<file path="src/hdl/flash_seq_cfg.svh">
// constants for the flash self-write sequencer
// Summary of operation
// operations start only after keys 55h then AAh, then the write start bit
// any other access between keys and start bit cancels the operation
// a valid start forces the next two instructions to no-operations
// row erase or program stalls the core until done, about 2 ms
// latch load inserts the two no-operations, then runs without stall
// during the stall clocks and peripherals run; only the core halts
// after the stall the core resumes at the third following instruction
// erase select, write enable, program space and row address pick an erase
// program flash is erased only in whole rows
// a program operation never erases anything by itself
// upper address bits give the row, low five bits the latch
// one program writes at most 32 words and stays inside the row
// every erase or program ends by setting all latches to 3FFF
// with latch load only set, a start only loads the addressed latch
// with latch load only clear, load the latch then program the row
// erase, latch load, program and user id program all need the unlock
// software sets write enable, clears config select, loads address and data
// software steps the address by one after each latch load
// software should disable interrupts around the unlock sequence
// software programs only erased or never written words
// start bits are set by software and cleared by hardware when done
// a reset during a write sets the write abort flag
// a read uses the second instruction cycle, data follows next cycle
// config select steers accesses to user id, device id, config words
// with write enable clear a completed unlock starts nothing; the code still sets the write start bit and forces the two no-operations
`ifndef FLASH_SEQ_CFG_SVH
`define FLASH_SEQ_CFG_SVH
`define KEY_FIRST 8'h55
`define KEY_SECOND 8'hAA
`define LATCH_BLANK 14'h3FFF
`define LATCH_COUNT 32
`define LATCH_LAST 5'h1F
`define IDX_ZERO 5'h00
`define ROW_ZERO 10'h000
`define NOP_LAST 2'h1
`define CLK_MHZ 20
`define OP_TIME_US 2000
`define OP_CYCLES (`OP_TIME_US * `CLK_MHZ)
`define CFG_UID_LAST 5'h03
`define CFG_DEVID 5'h06
`define CFG_WORD1 5'h07
`define CFG_WORD2 5'h08
`endif

</file>
<file path="src/hdl/flash_seq_pkg.sv">
// types shared by the flash self-write sequencer
package flash_seq_pkg;
  typedef enum logic [1:0] {U_IDLE, U_KEY1, U_ARMED} unlock_t;
  typedef enum logic [1:0] {S_IDLE, S_NOPS, S_WALK, S_BUSY} seq_state_t;
  typedef enum logic [2:0] {OP_NONE, OP_LOAD, OP_ERASE, OP_PROG, OP_READ} op_t;
endpackage

</file>
<file path="src/hdl/write_latches.sv">
// bank of 32 fourteen-bit write latches
`timescale 1ns/1ps
`include "flash_seq_cfg.svh"
module write_latches (
  input wire logic i_clk,
  input wire logic i_resetn,
  input wire logic i_we,
  input wire logic [4:0] i_widx,
  input wire logic [13:0] i_wdata,
  input wire logic i_clr,
  input wire logic [4:0] i_ridx,
  output logic [13:0] o_rdata
);
  logic [13:0] mem_q [`LATCH_COUNT];
  logic [13:0] mem_d [`LATCH_COUNT];

  // =====================================================
  // latch update: clear beats a load, the op is over
  always_comb begin
    for (int i = 0; i < `LATCH_COUNT; i++) begin
      mem_d[i] = mem_q[i];
      if (i_clr) begin
        mem_d[i] = `LATCH_BLANK;
      end else if (i_we && (i_widx == 5'(i))) begin
        mem_d[i] = i_wdata;
      end
    end
  end

  always_ff @(posedge i_clk) begin
    for (int i = 0; i < `LATCH_COUNT; i++) begin
      mem_q[i] <= i_resetn ? mem_d[i] : `LATCH_BLANK;
    end
  end

  assign o_rdata = mem_q[i_ridx];
endmodule

</file>
<file path="src/hdl/op_timer.sv">
// one-shot timer for the flash erase and program time
`timescale 1ns/1ps
module op_timer #(
  parameter int unsigned P_CYCLES = 40000
) (
  input wire logic i_clk,
  input wire logic i_resetn,
  input wire logic i_start,
  output logic o_done
);
  logic [19:0] cnt_q;
  logic [19:0] cnt_d;

  // =====================================================
  // down counter, done pulses as it reaches the last cycle
  always_comb begin
    cnt_d = cnt_q;
    if (i_start) begin
      cnt_d = 20'(P_CYCLES);
    end else if (cnt_q != 20'h00000) begin
      cnt_d = cnt_q - 20'h00001;
    end
  end

  always_ff @(posedge i_clk) begin
    cnt_q <= i_resetn ? cnt_d : 20'h00000;
  end

  assign o_done = (cnt_q == 20'h00001);
endmodule

</file>
<file path="src/hdl/flash_self_write_sequencer.sv">
// flash self-write sequencer: unlock, latch load, row erase, program, read
`timescale 1ns/1ps
`include "flash_seq_cfg.svh"
module flash_self_write_sequencer #(
  parameter int unsigned P_OP_CYCLES = `OP_CYCLES
) (
  input wire logic i_clk,
  input wire logic i_resetn,
  input wire logic i_power_on,
  input wire logic i_key_wr,
  input wire logic [7:0] i_key_data,
  input wire logic i_other_access,
  input wire logic i_ctrl_wr,
  input wire logic i_ctrl_rd_set,
  input wire logic i_ctrl_wr_set,
  input wire logic i_ctrl_erase_sel,
  input wire logic i_ctrl_write_enable_bit,
  input wire logic i_ctrl_latch_load_only,
  input wire logic i_ctrl_config_space_select,
  input wire logic i_data_wr,
  input wire logic [13:0] i_data_wdata,
  input wire logic [14:0] i_addr,
  input wire logic i_instr_done,
  input wire logic i_abort_clr,
  input wire logic [13:0] i_fl_rdata,
  output logic [13:0] o_data,
  output logic o_read_start_bit,
  output logic o_write_start_bit,
  output logic o_erase_sel,
  output logic o_write_enable_bit,
  output logic o_latch_load_only,
  output logic o_config_space_select,
  output logic o_write_abort_flag,
  output logic o_force_nop,
  output logic o_core_stall,
  output logic o_fl_rd,
  output logic o_fl_erase,
  output logic o_fl_wr,
  output logic o_fl_cfg,
  output logic [14:0] o_fl_addr,
  output logic [13:0] o_fl_wdata
);
  import flash_seq_pkg::*;

  // =====================================================
  // configuration space decode, used for reads and writes
  function automatic logic cfg_readable(input logic [9:0] row, input logic [4:0] idx);
    cfg_readable = (row == `ROW_ZERO) && ((idx <= `CFG_UID_LAST) || (idx == `CFG_DEVID) ||
                   (idx == `CFG_WORD1) || (idx == `CFG_WORD2));
  endfunction
  function automatic logic cfg_writable(input logic [9:0] row, input logic [4:0] idx);
    cfg_writable = (row == `ROW_ZERO) && (idx <= `CFG_UID_LAST);
  endfunction
  unlock_t unlock_q, unlock_d;
  seq_state_t state_q, state_d;
  op_t op_q, op_d;
  logic [1:0] nop_q, nop_d;
  logic [4:0] idx_q, idx_d;
  logic [9:0] row_q, row_d;
  logic cfg_q, cfg_d;
  logic rd_pend_q, rd_pend_d;
  logic [13:0] data_q, data_d;
  logic wr_bit_q, wr_bit_d;
  logic rd_bit_q, rd_bit_d;
  logic erase_q, erase_d;
  logic wen_q, wen_d;
  logic llo_q, llo_d;
  logic cfg_sel_q, cfg_sel_d;
  logic abort_q, abort_d;
  logic fl_rd_q, fl_rd_d;
  logic fl_erase_q, fl_erase_d;
  logic fl_wr_q, fl_wr_d;
  logic fl_cfg_q, fl_cfg_d;
  logic [14:0] fl_addr_q, fl_addr_d;
  logic [13:0] fl_wdata_q, fl_wdata_d;
  logic start_ok, rd_start, latch_we, latch_clr, timer_start, timer_done;
  logic [13:0] latch_rdata;
  // =====================================================
  // unlock key tracking
  // any access that is not the next expected step drops back to idle, except a 55h key write, which restarts at the first key
  always_comb begin
    unlock_d = unlock_q;
    if (i_key_wr) begin
      if (i_key_data == `KEY_FIRST) begin
        unlock_d = U_KEY1;
      end else if ((i_key_data == `KEY_SECOND) && (unlock_q == U_KEY1)) begin
        unlock_d = U_ARMED;
      end else begin
        unlock_d = U_IDLE;
      end
    end else if (i_other_access || i_data_wr || i_ctrl_wr) begin
      unlock_d = U_IDLE;
    end
  end

  always_ff @(posedge i_clk) begin
    unlock_q <= i_resetn ? unlock_d : U_IDLE;
  end

  // the start bit counts only straight after the second key
  assign start_ok = i_ctrl_wr && i_ctrl_wr_set && (unlock_q == U_ARMED) &&
                    (state_q == S_IDLE); // see R1
  assign rd_start = i_ctrl_wr && i_ctrl_rd_set && !start_ok && (state_q == S_IDLE);

  // =====================================================
  // control bits; held while an operation runs so it cannot be retargeted
  always_comb begin
    erase_d = erase_q;
    wen_d = wen_q;
    llo_d = llo_q;
    cfg_sel_d = cfg_sel_q;
    if (i_ctrl_wr && (state_q == S_IDLE)) begin
      erase_d = i_ctrl_erase_sel;
      wen_d = i_ctrl_write_enable_bit;
      llo_d = i_ctrl_latch_load_only;
      cfg_sel_d = i_ctrl_config_space_select;
    end
  end

  always_ff @(posedge i_clk) begin
    erase_q <= i_resetn ? erase_d : 1'b0;
    wen_q <= i_resetn ? wen_d : 1'b0;
    llo_q <= i_resetn ? llo_d : 1'b0;
    cfg_sel_q <= i_resetn ? cfg_sel_d : 1'b0;
  end

  // =====================================================
  // write abort flag: survives a plain reset, cleared at power-on or by i_abort_clr
  // a reset landing while a write is in flight sets it; set beats i_abort_clr, power-on beats set
  always_comb begin
    abort_d = abort_q;
    if (i_abort_clr) begin
      abort_d = 1'b0;
    end
    if (!i_resetn && wr_bit_q) begin
      abort_d = 1'b1;
    end
    if (i_power_on) begin
      abort_d = 1'b0;
    end
  end

  always_ff @(posedge i_clk) begin
    abort_q <= abort_d;
  end

  // =====================================================
  // main sequence: forced no-ops, latch walk, erase/program wait
  always_comb begin
    state_d = state_q;
    op_d = op_q;
    nop_d = nop_q;
    idx_d = idx_q;
    row_d = row_q;
    cfg_d = cfg_q;
    wr_bit_d = wr_bit_q;
    rd_bit_d = rd_bit_q;
    rd_pend_d = fl_rd_q;
    data_d = data_q;
    fl_rd_d = 1'b0;
    fl_erase_d = 1'b0;
    fl_wr_d = 1'b0;
    fl_cfg_d = fl_cfg_q;
    fl_addr_d = fl_addr_q;
    fl_wdata_d = fl_wdata_q;
    latch_we = 1'b0;
    latch_clr = 1'b0;
    timer_start = 1'b0;
    if (i_data_wr) begin
      data_d = i_data_wdata;
    end
    // flash answers the cycle after the read strobe
    if (rd_pend_q) begin
      data_d = (!cfg_q || cfg_readable(row_q, idx_q)) ? i_fl_rdata : 14'h0000;
    end
    case (state_q)
      S_IDLE: begin
        if (start_ok) begin
          wr_bit_d = 1'b1;
          row_d = i_addr[14:5];
          idx_d = i_addr[4:0];
          cfg_d = i_ctrl_config_space_select;
          nop_d = 2'h0;
          state_d = S_NOPS;
          if (!i_ctrl_write_enable_bit) begin
            op_d = OP_NONE;
          end else if (i_ctrl_erase_sel) begin
            op_d = OP_ERASE;
          end else if (i_ctrl_latch_load_only) begin
            op_d = OP_LOAD;
            latch_we = 1'b1;
          end else begin
            op_d = OP_PROG;
            latch_we = 1'b1;
          end
        end else if (rd_start) begin
          rd_bit_d = 1'b1;
          row_d = i_addr[14:5];
          idx_d = i_addr[4:0];
          cfg_d = i_ctrl_config_space_select;
          nop_d = 2'h0;
          op_d = OP_READ;
          state_d = S_NOPS;
        end
      end
      S_NOPS: begin
        if (i_instr_done) begin
          nop_d = nop_q + 2'h1;
          if ((op_q == OP_READ) && (nop_q == 2'h0)) begin
            fl_rd_d = 1'b1;
            fl_cfg_d = cfg_q;
            fl_addr_d = {row_q, idx_q};
          end
          if (nop_q == `NOP_LAST) begin
            if ((op_q == OP_ERASE) && !cfg_q) begin
              // whole row only, low bits forced to the row start
              fl_erase_d = 1'b1;
              fl_cfg_d = 1'b0;
              fl_addr_d = {row_q, `IDX_ZERO};
              timer_start = 1'b1;
              state_d = S_BUSY;
            end else if (op_q == OP_PROG) begin
              idx_d = `IDX_ZERO;
              state_d = S_WALK;
            end else begin
              wr_bit_d = 1'b0; // see R5
              rd_bit_d = 1'b0;
              state_d = S_IDLE;
            end
          end
        end
      end
      S_WALK: begin
        // no erase strobe here: program only adds zeros to the row
        fl_wr_d = !cfg_q || cfg_writable(row_q, idx_q); // see R10
        fl_cfg_d = cfg_q;
        fl_addr_d = {row_q, idx_q};
        fl_wdata_d = latch_rdata;
        idx_d = idx_q + 5'h01;
        if (idx_q == `LATCH_LAST) begin
          timer_start = 1'b1;
          state_d = S_BUSY;
        end
      end
      S_BUSY: begin
        if (timer_done) begin
          latch_clr = 1'b1;
          wr_bit_d = 1'b0;
          state_d = S_IDLE;
        end
      end
      default: begin
        state_d = S_IDLE;
      end
    endcase
  end

  always_ff @(posedge i_clk) begin
    if (!i_resetn) begin
      state_q <= S_IDLE;
      op_q <= OP_NONE;
      nop_q <= 2'h0;
      idx_q <= 5'h00;
      row_q <= 10'h000;
      cfg_q <= 1'b0;
      wr_bit_q <= 1'b0;
      rd_bit_q <= 1'b0;
      rd_pend_q <= 1'b0;
      data_q <= 14'h0000;
      fl_rd_q <= 1'b0;
      fl_erase_q <= 1'b0;
      fl_wr_q <= 1'b0;
      fl_cfg_q <= 1'b0;
      fl_addr_q <= 15'h0000;
      fl_wdata_q <= 14'h0000;
    end else begin
      state_q <= state_d;
      op_q <= op_d;
      nop_q <= nop_d;
      idx_q <= idx_d;
      row_q <= row_d;
      cfg_q <= cfg_d;
      wr_bit_q <= wr_bit_d;
      rd_bit_q <= rd_bit_d;
      rd_pend_q <= rd_pend_d;
      data_q <= data_d;
      fl_rd_q <= fl_rd_d;
      fl_erase_q <= fl_erase_d;
      fl_wr_q <= fl_wr_d;
      fl_cfg_q <= fl_cfg_d;
      fl_addr_q <= fl_addr_d;
      fl_wdata_q <= fl_wdata_d;
    end
  end

  // =====================================================
  // latch bank and operation timer
  write_latches u_latches (
    .i_clk(i_clk),
    .i_resetn(i_resetn),
    .i_we(latch_we),
    .i_widx(i_addr[4:0]),
    .i_wdata(data_q),
    .i_clr(latch_clr),
    .i_ridx(idx_q),
    .o_rdata(latch_rdata)
  );

  op_timer #(
    .P_CYCLES(P_OP_CYCLES)
  ) u_timer (
    .i_clk(i_clk),
    .i_resetn(i_resetn),
    .i_start(timer_start),
    .o_done(timer_done)
  );

  // =====================================================
  // core side: only instruction execution halts, clocks keep running
  // a read discards only its second instruction
  assign o_force_nop = (state_q == S_NOPS) &&
                       ((op_q != OP_READ) || (nop_q == `NOP_LAST)); // see R3
  assign o_core_stall = (state_q == S_WALK) || (state_q == S_BUSY); // see R4

  assign o_data = data_q;
  assign o_read_start_bit = rd_bit_q;
  assign o_write_start_bit = wr_bit_q;
  assign o_erase_sel = erase_q;
  assign o_write_enable_bit = wen_q;
  assign o_latch_load_only = llo_q;
  assign o_config_space_select = cfg_sel_q;
  assign o_write_abort_flag = abort_q;
  assign o_fl_rd = fl_rd_q;
  assign o_fl_erase = fl_erase_q;
  assign o_fl_wr = fl_wr_q;
  assign o_fl_cfg = fl_cfg_q;
  assign o_fl_addr = fl_addr_q;
  assign o_fl_wdata = fl_wdata_q;
endmodule

</file>
<file path="config.mk">
export PLATFORM = sky130hd
export DESIGN_NAME = flash_self_write_sequencer
export DESIGN_NICKNAME = d
export VERILOG_FILES = /design/src/hdl/flash_seq_pkg.sv /design/src/hdl/write_latches.sv /design/src/hdl/op_timer.sv /design/src/hdl/flash_self_write_sequencer.sv
export VERILOG_INCLUDE_DIRS = /design/src /design/src/hdl
export SDC_FILE = /design/constraint.sdc
export NUM_CORES = 1
export LEC_CHECK = 0
export BUFFER_PORTS_ARGS = -buffer_cell sky130_fd_sc_hd__buf_2
export CAP_MARGIN = 20
export CORE_ASPECT_RATIO = 2
export CORE_MARGIN = 4
export CORE_UTILIZATION = 55
export CTS_CLUSTER_DIAMETER = 40
export CTS_CLUSTER_SIZE = 10
export DETAILED_ROUTE_END_ITERATION = 16
export GPL_TIMING_DRIVEN = 0
export MAX_ROUTING_LAYER = met4
export PLACE_DENSITY_LB_ADDON = 0.05
export SKIP_CTS_REPAIR_TIMING = 1
export SKIP_LAST_GASP = 1
export SYNTH_ARGS = -nofsm -noshare
export SYNTH_HDL_FRONTEND = slang
export SYNTH_HIERARCHICAL = 1
export SYNTH_SLANG_ARGS = --single-unit
</file>
<file path="constraint.sdc">
create_clock -name i_clk -period 3.2 [get_ports i_clk]
set_clock_uncertainty 0.05 [all_clocks]
set_input_delay 0.32 -clock i_clk [delete_from_list [all_inputs] [get_ports i_clk]]
set_output_delay 0.32 -clock i_clk [all_outputs]
set_load 0.02 [all_outputs]
</file>
==> impl_metrics.yaml <==
outcome:
  status: "finished, violations left"
  violations: "negative hold slack"
drt:
  routed_wirelength_um: 63900
  vias: 14610
  drc: 0
  dr.pass1.iters: 5
  wire_per_inst_um: 26.60
  ant_nets: 0
  drtIter0Drc: 930
  viasPerCell: 6.082
timing:
  slew-limit-headroom_pct: 38.49
  hold_violations: 2
  tightest_slew_ps: 922.6
  rsz0062_at_grt: "yes"
  fin_hold_ws_ps: -12.43
  finalSetupViolCount: 0
  post-route-period-util_pct: 96.36
  slew_violations: 0
  fmax_mhz: 324.3
  finalCriticalPeriod_ps: 3084
worst_setup_path:
  worstSetupStartpointType: "flop"
  criticalPathCategory: "reg -> reg"
  critPathRequiredTime_ps: 3440
  cp.arrival_ps: 3320
  end_kind: "flop"
  r2r_cells: 9
  cp.buffers_inverters: 3
  crit_family: "simple AND/OR/NAND/NOR gates"
  r2r_start: "state_q[0]"
  path_depth: 9
  max_stage_delay_ps: 440
  path_cells: "inv_1, ha_1, nand2_1, nor4b_4, buf_4, nor2b_1, nand3_1, o21ai_4, buf_12"
  r2r_end: "u_latches/mem_q[25][1]"
  r2r_setup_slack_ps: 120
  crit_path_max_fanout: 14
  crit_path_top_delay_cell: "nand3_1"
cts:
  cts_tree: "built"
  cts-root-buf: "clkbuf_16"
  cts_num_sinks: 548
  htree_levels: 2
  path_clk_slew_ps: 50
  cts_max_path_buffers: 3
  insertion_delay_ps: 590
  cts_buffers: 60
cells_and_area:
  nets: 1908
  regArea_um2: 15450
  multi_input_area_um2: 6923
  layout_common_cells: "448 x edfxtp_1, 266 x mux2i_1, 152 x buf_2"
  syn_to_final_growth_pct: 16.86
  final_common_cell: "edfxtp_1"
  drive_gt1_share_pct: 18.99
  nFillCells: 3013
  stdcell_area_um2: 26780
synthesis:
  synthCells: 1592
  yosys.area.top_type: "edfxtp_1"
  synth_top_area_share_pct: 58.70
  synth_top_cells_by_area: "edfxtp_1 59%, mux2i_1 12%, dfxtp_1 8.7%"
  synth.avg_cell_area_um2: 14.40
  synth_seq_cells: 548
  synth_cell_types: 70
  ys_seq_area_share_pct: 67.43
  ys.flop_type: "edfxtp_1"
  synth_edf_count: 448
  async_flop_share_pct: 0
  synthesis.area_um2: 22920
  ys.warnings.count: 6
  syn_nets: 1672
floorplan:
  die_y_um: 296.7
  die-area_um2: 45200
  initial_core_util_pct: 55.74
  num_io_pins: 122
  dieWidth_um: 152.3
  core_um2: 41120
  num_rows: 105
global_route:
  grt_usage_pct: 28.40
  grt_antenna_before_repair: 2
  grt_pass1_wl_um: 91850
  grt_max_degree: 33
  gr-total-overflow: 0
  grt_pass1_vias: 14795
place:
  post-dp-hpwl_um: 45540
  gp_congestion: 0.8990
  placedInstanceArea_um2: 24570
  portBuffers: 120
power:
  pwr-share-comb_pct: 22.8
  leakagePower_nw: 9.445
  vdd_drop_max_mv: 1.107
  power_density_nw_per_um2: 709.9
  internal_power_mw: 13.38
  seq_power_share_pct: 45.3
  switchingPower_mw: 5.639
  p_clk_share_pct: 32.0
  swShare_pct: 29.65
  total_power_mw: 19.02
worst_hold_path:
  hp-start: "i_abort_clr"
  min_path_type: "in -> reg"
  hold_end: "o_write_abort_flag"
  worstHoldPathCells: 4
run:
  max-cap-violations: 0
[kinds of logic after synthesis]
kind of cell,Yosys count,synth area share (%)
adder cells (fa/ha/maj),14,0.7643
AO/OA/AOI/OAI,303,8.926
multiplexers,266,11.62
buffers and inverters,127,3.516
XOR/XNOR,2,0.07644
flip-flops,548,67.43
AND/OR/NAND/NOR,332,7.670
[synth_stat cells, drive strengths merged (3+ instances only)]
master,number
edfxtp,448
mux2i,266
dfxtp,100
nand2,88
a21oi,84
buf,66
a22oi,57
o21ai,55
nor2,42
nand3,41
nand4,33
clkbuf,32
nand2b,32
nor3,30
a22o,28
inv,28
a31oi,16
ha,14
nor2b,14
nor4,14
o22ai,14
o31a,11
or4,7
or2,6
a32o,5
and2,5
and3,5
a31o,4
o31ai,4
a2111oi,3
a311oi,3
nand4b,3
or3,3
[power groups by stage]
stage	clock, mW	sequential (mW)	combinational [mW]
detailed placement	0	8.75	4.22
finish	6.08	8.61	4.33
floorplan	0	8.70	2.78
global route	6.46	8.66	4.57
CTS	6.17	8.61	4.23
global placement	0	8.74	4.09
[registers in the layout, indices dropped and copies added, names as in the netlist, 2 cells and up, named ones only]
name,cells
u_latches/mem_q,448
u_timer/cnt_q,20
o_fl_addr,15
o_data,14
o_fl_wdata,14
row_q,10
idx_q,5
op_q,3
nop_q,2
unlock_q,2
[worst min-delay path, cell delays in order]
cell and delay (ps):
buf_2 100, inv_1 40, a22oi_1 50, nor2_1 80
[per-stage QoR]
stage	TNS (ps)	hold slack (ps)	worst slack [ps]	util, %	std cells
floorplan	-6398	342.4	-114.3	-	1592
global placement	-944970	392.9	-2037	58.83	2247
detailed placement	-264520	395.6	-574.1	59.75	2274
CTS	-275870	-188.2	-586.9	63.85	2372
global route	-601.2	4.944	-31.77	65.13	2401
finish	0	-12.43	116.4	65.14	2402
[worst max-delay path by stage]
stage,startpoint,end,slack (ps)
floorplan,state_q[0],u_latches/mem_q[24][0],-110
global placement,state_q[0],u_latches/mem_q[27][1],-2040
detailed placement,u_timer/cnt_q[13],u_latches/mem_q[5][9],-570
CTS,u_timer/cnt_q[13],u_latches/mem_q[5][9],-590
global route,state_q[0],u_latches/mem_q[25][1],-30
finish,state_q[0],u_latches/mem_q[25][1],120
[area by class of cell]
type,instances,share of cell area [%]
Clock buffer,96,6.227
Clock inverter,2,0.06540
Multi-Input combinational cell,917,25.85
Timing Repair Buffer,175,4.597
Inverter,29,0.4064
Antenna cell,3,0.02803
Buffer,97,2.630
Sequential cell,548,57.70
Tap cell,535,2.499
[metal layers]
layer	global-route usage, %	vias up	routed length, um
met4	21.84	0	6115
met5	-	-	0
met2	51.48	573	34230
met1	26.80	7160	20420
li1	-	6637	-
met3	4.178	240	3135
Power figures use the tool's default switching activity.
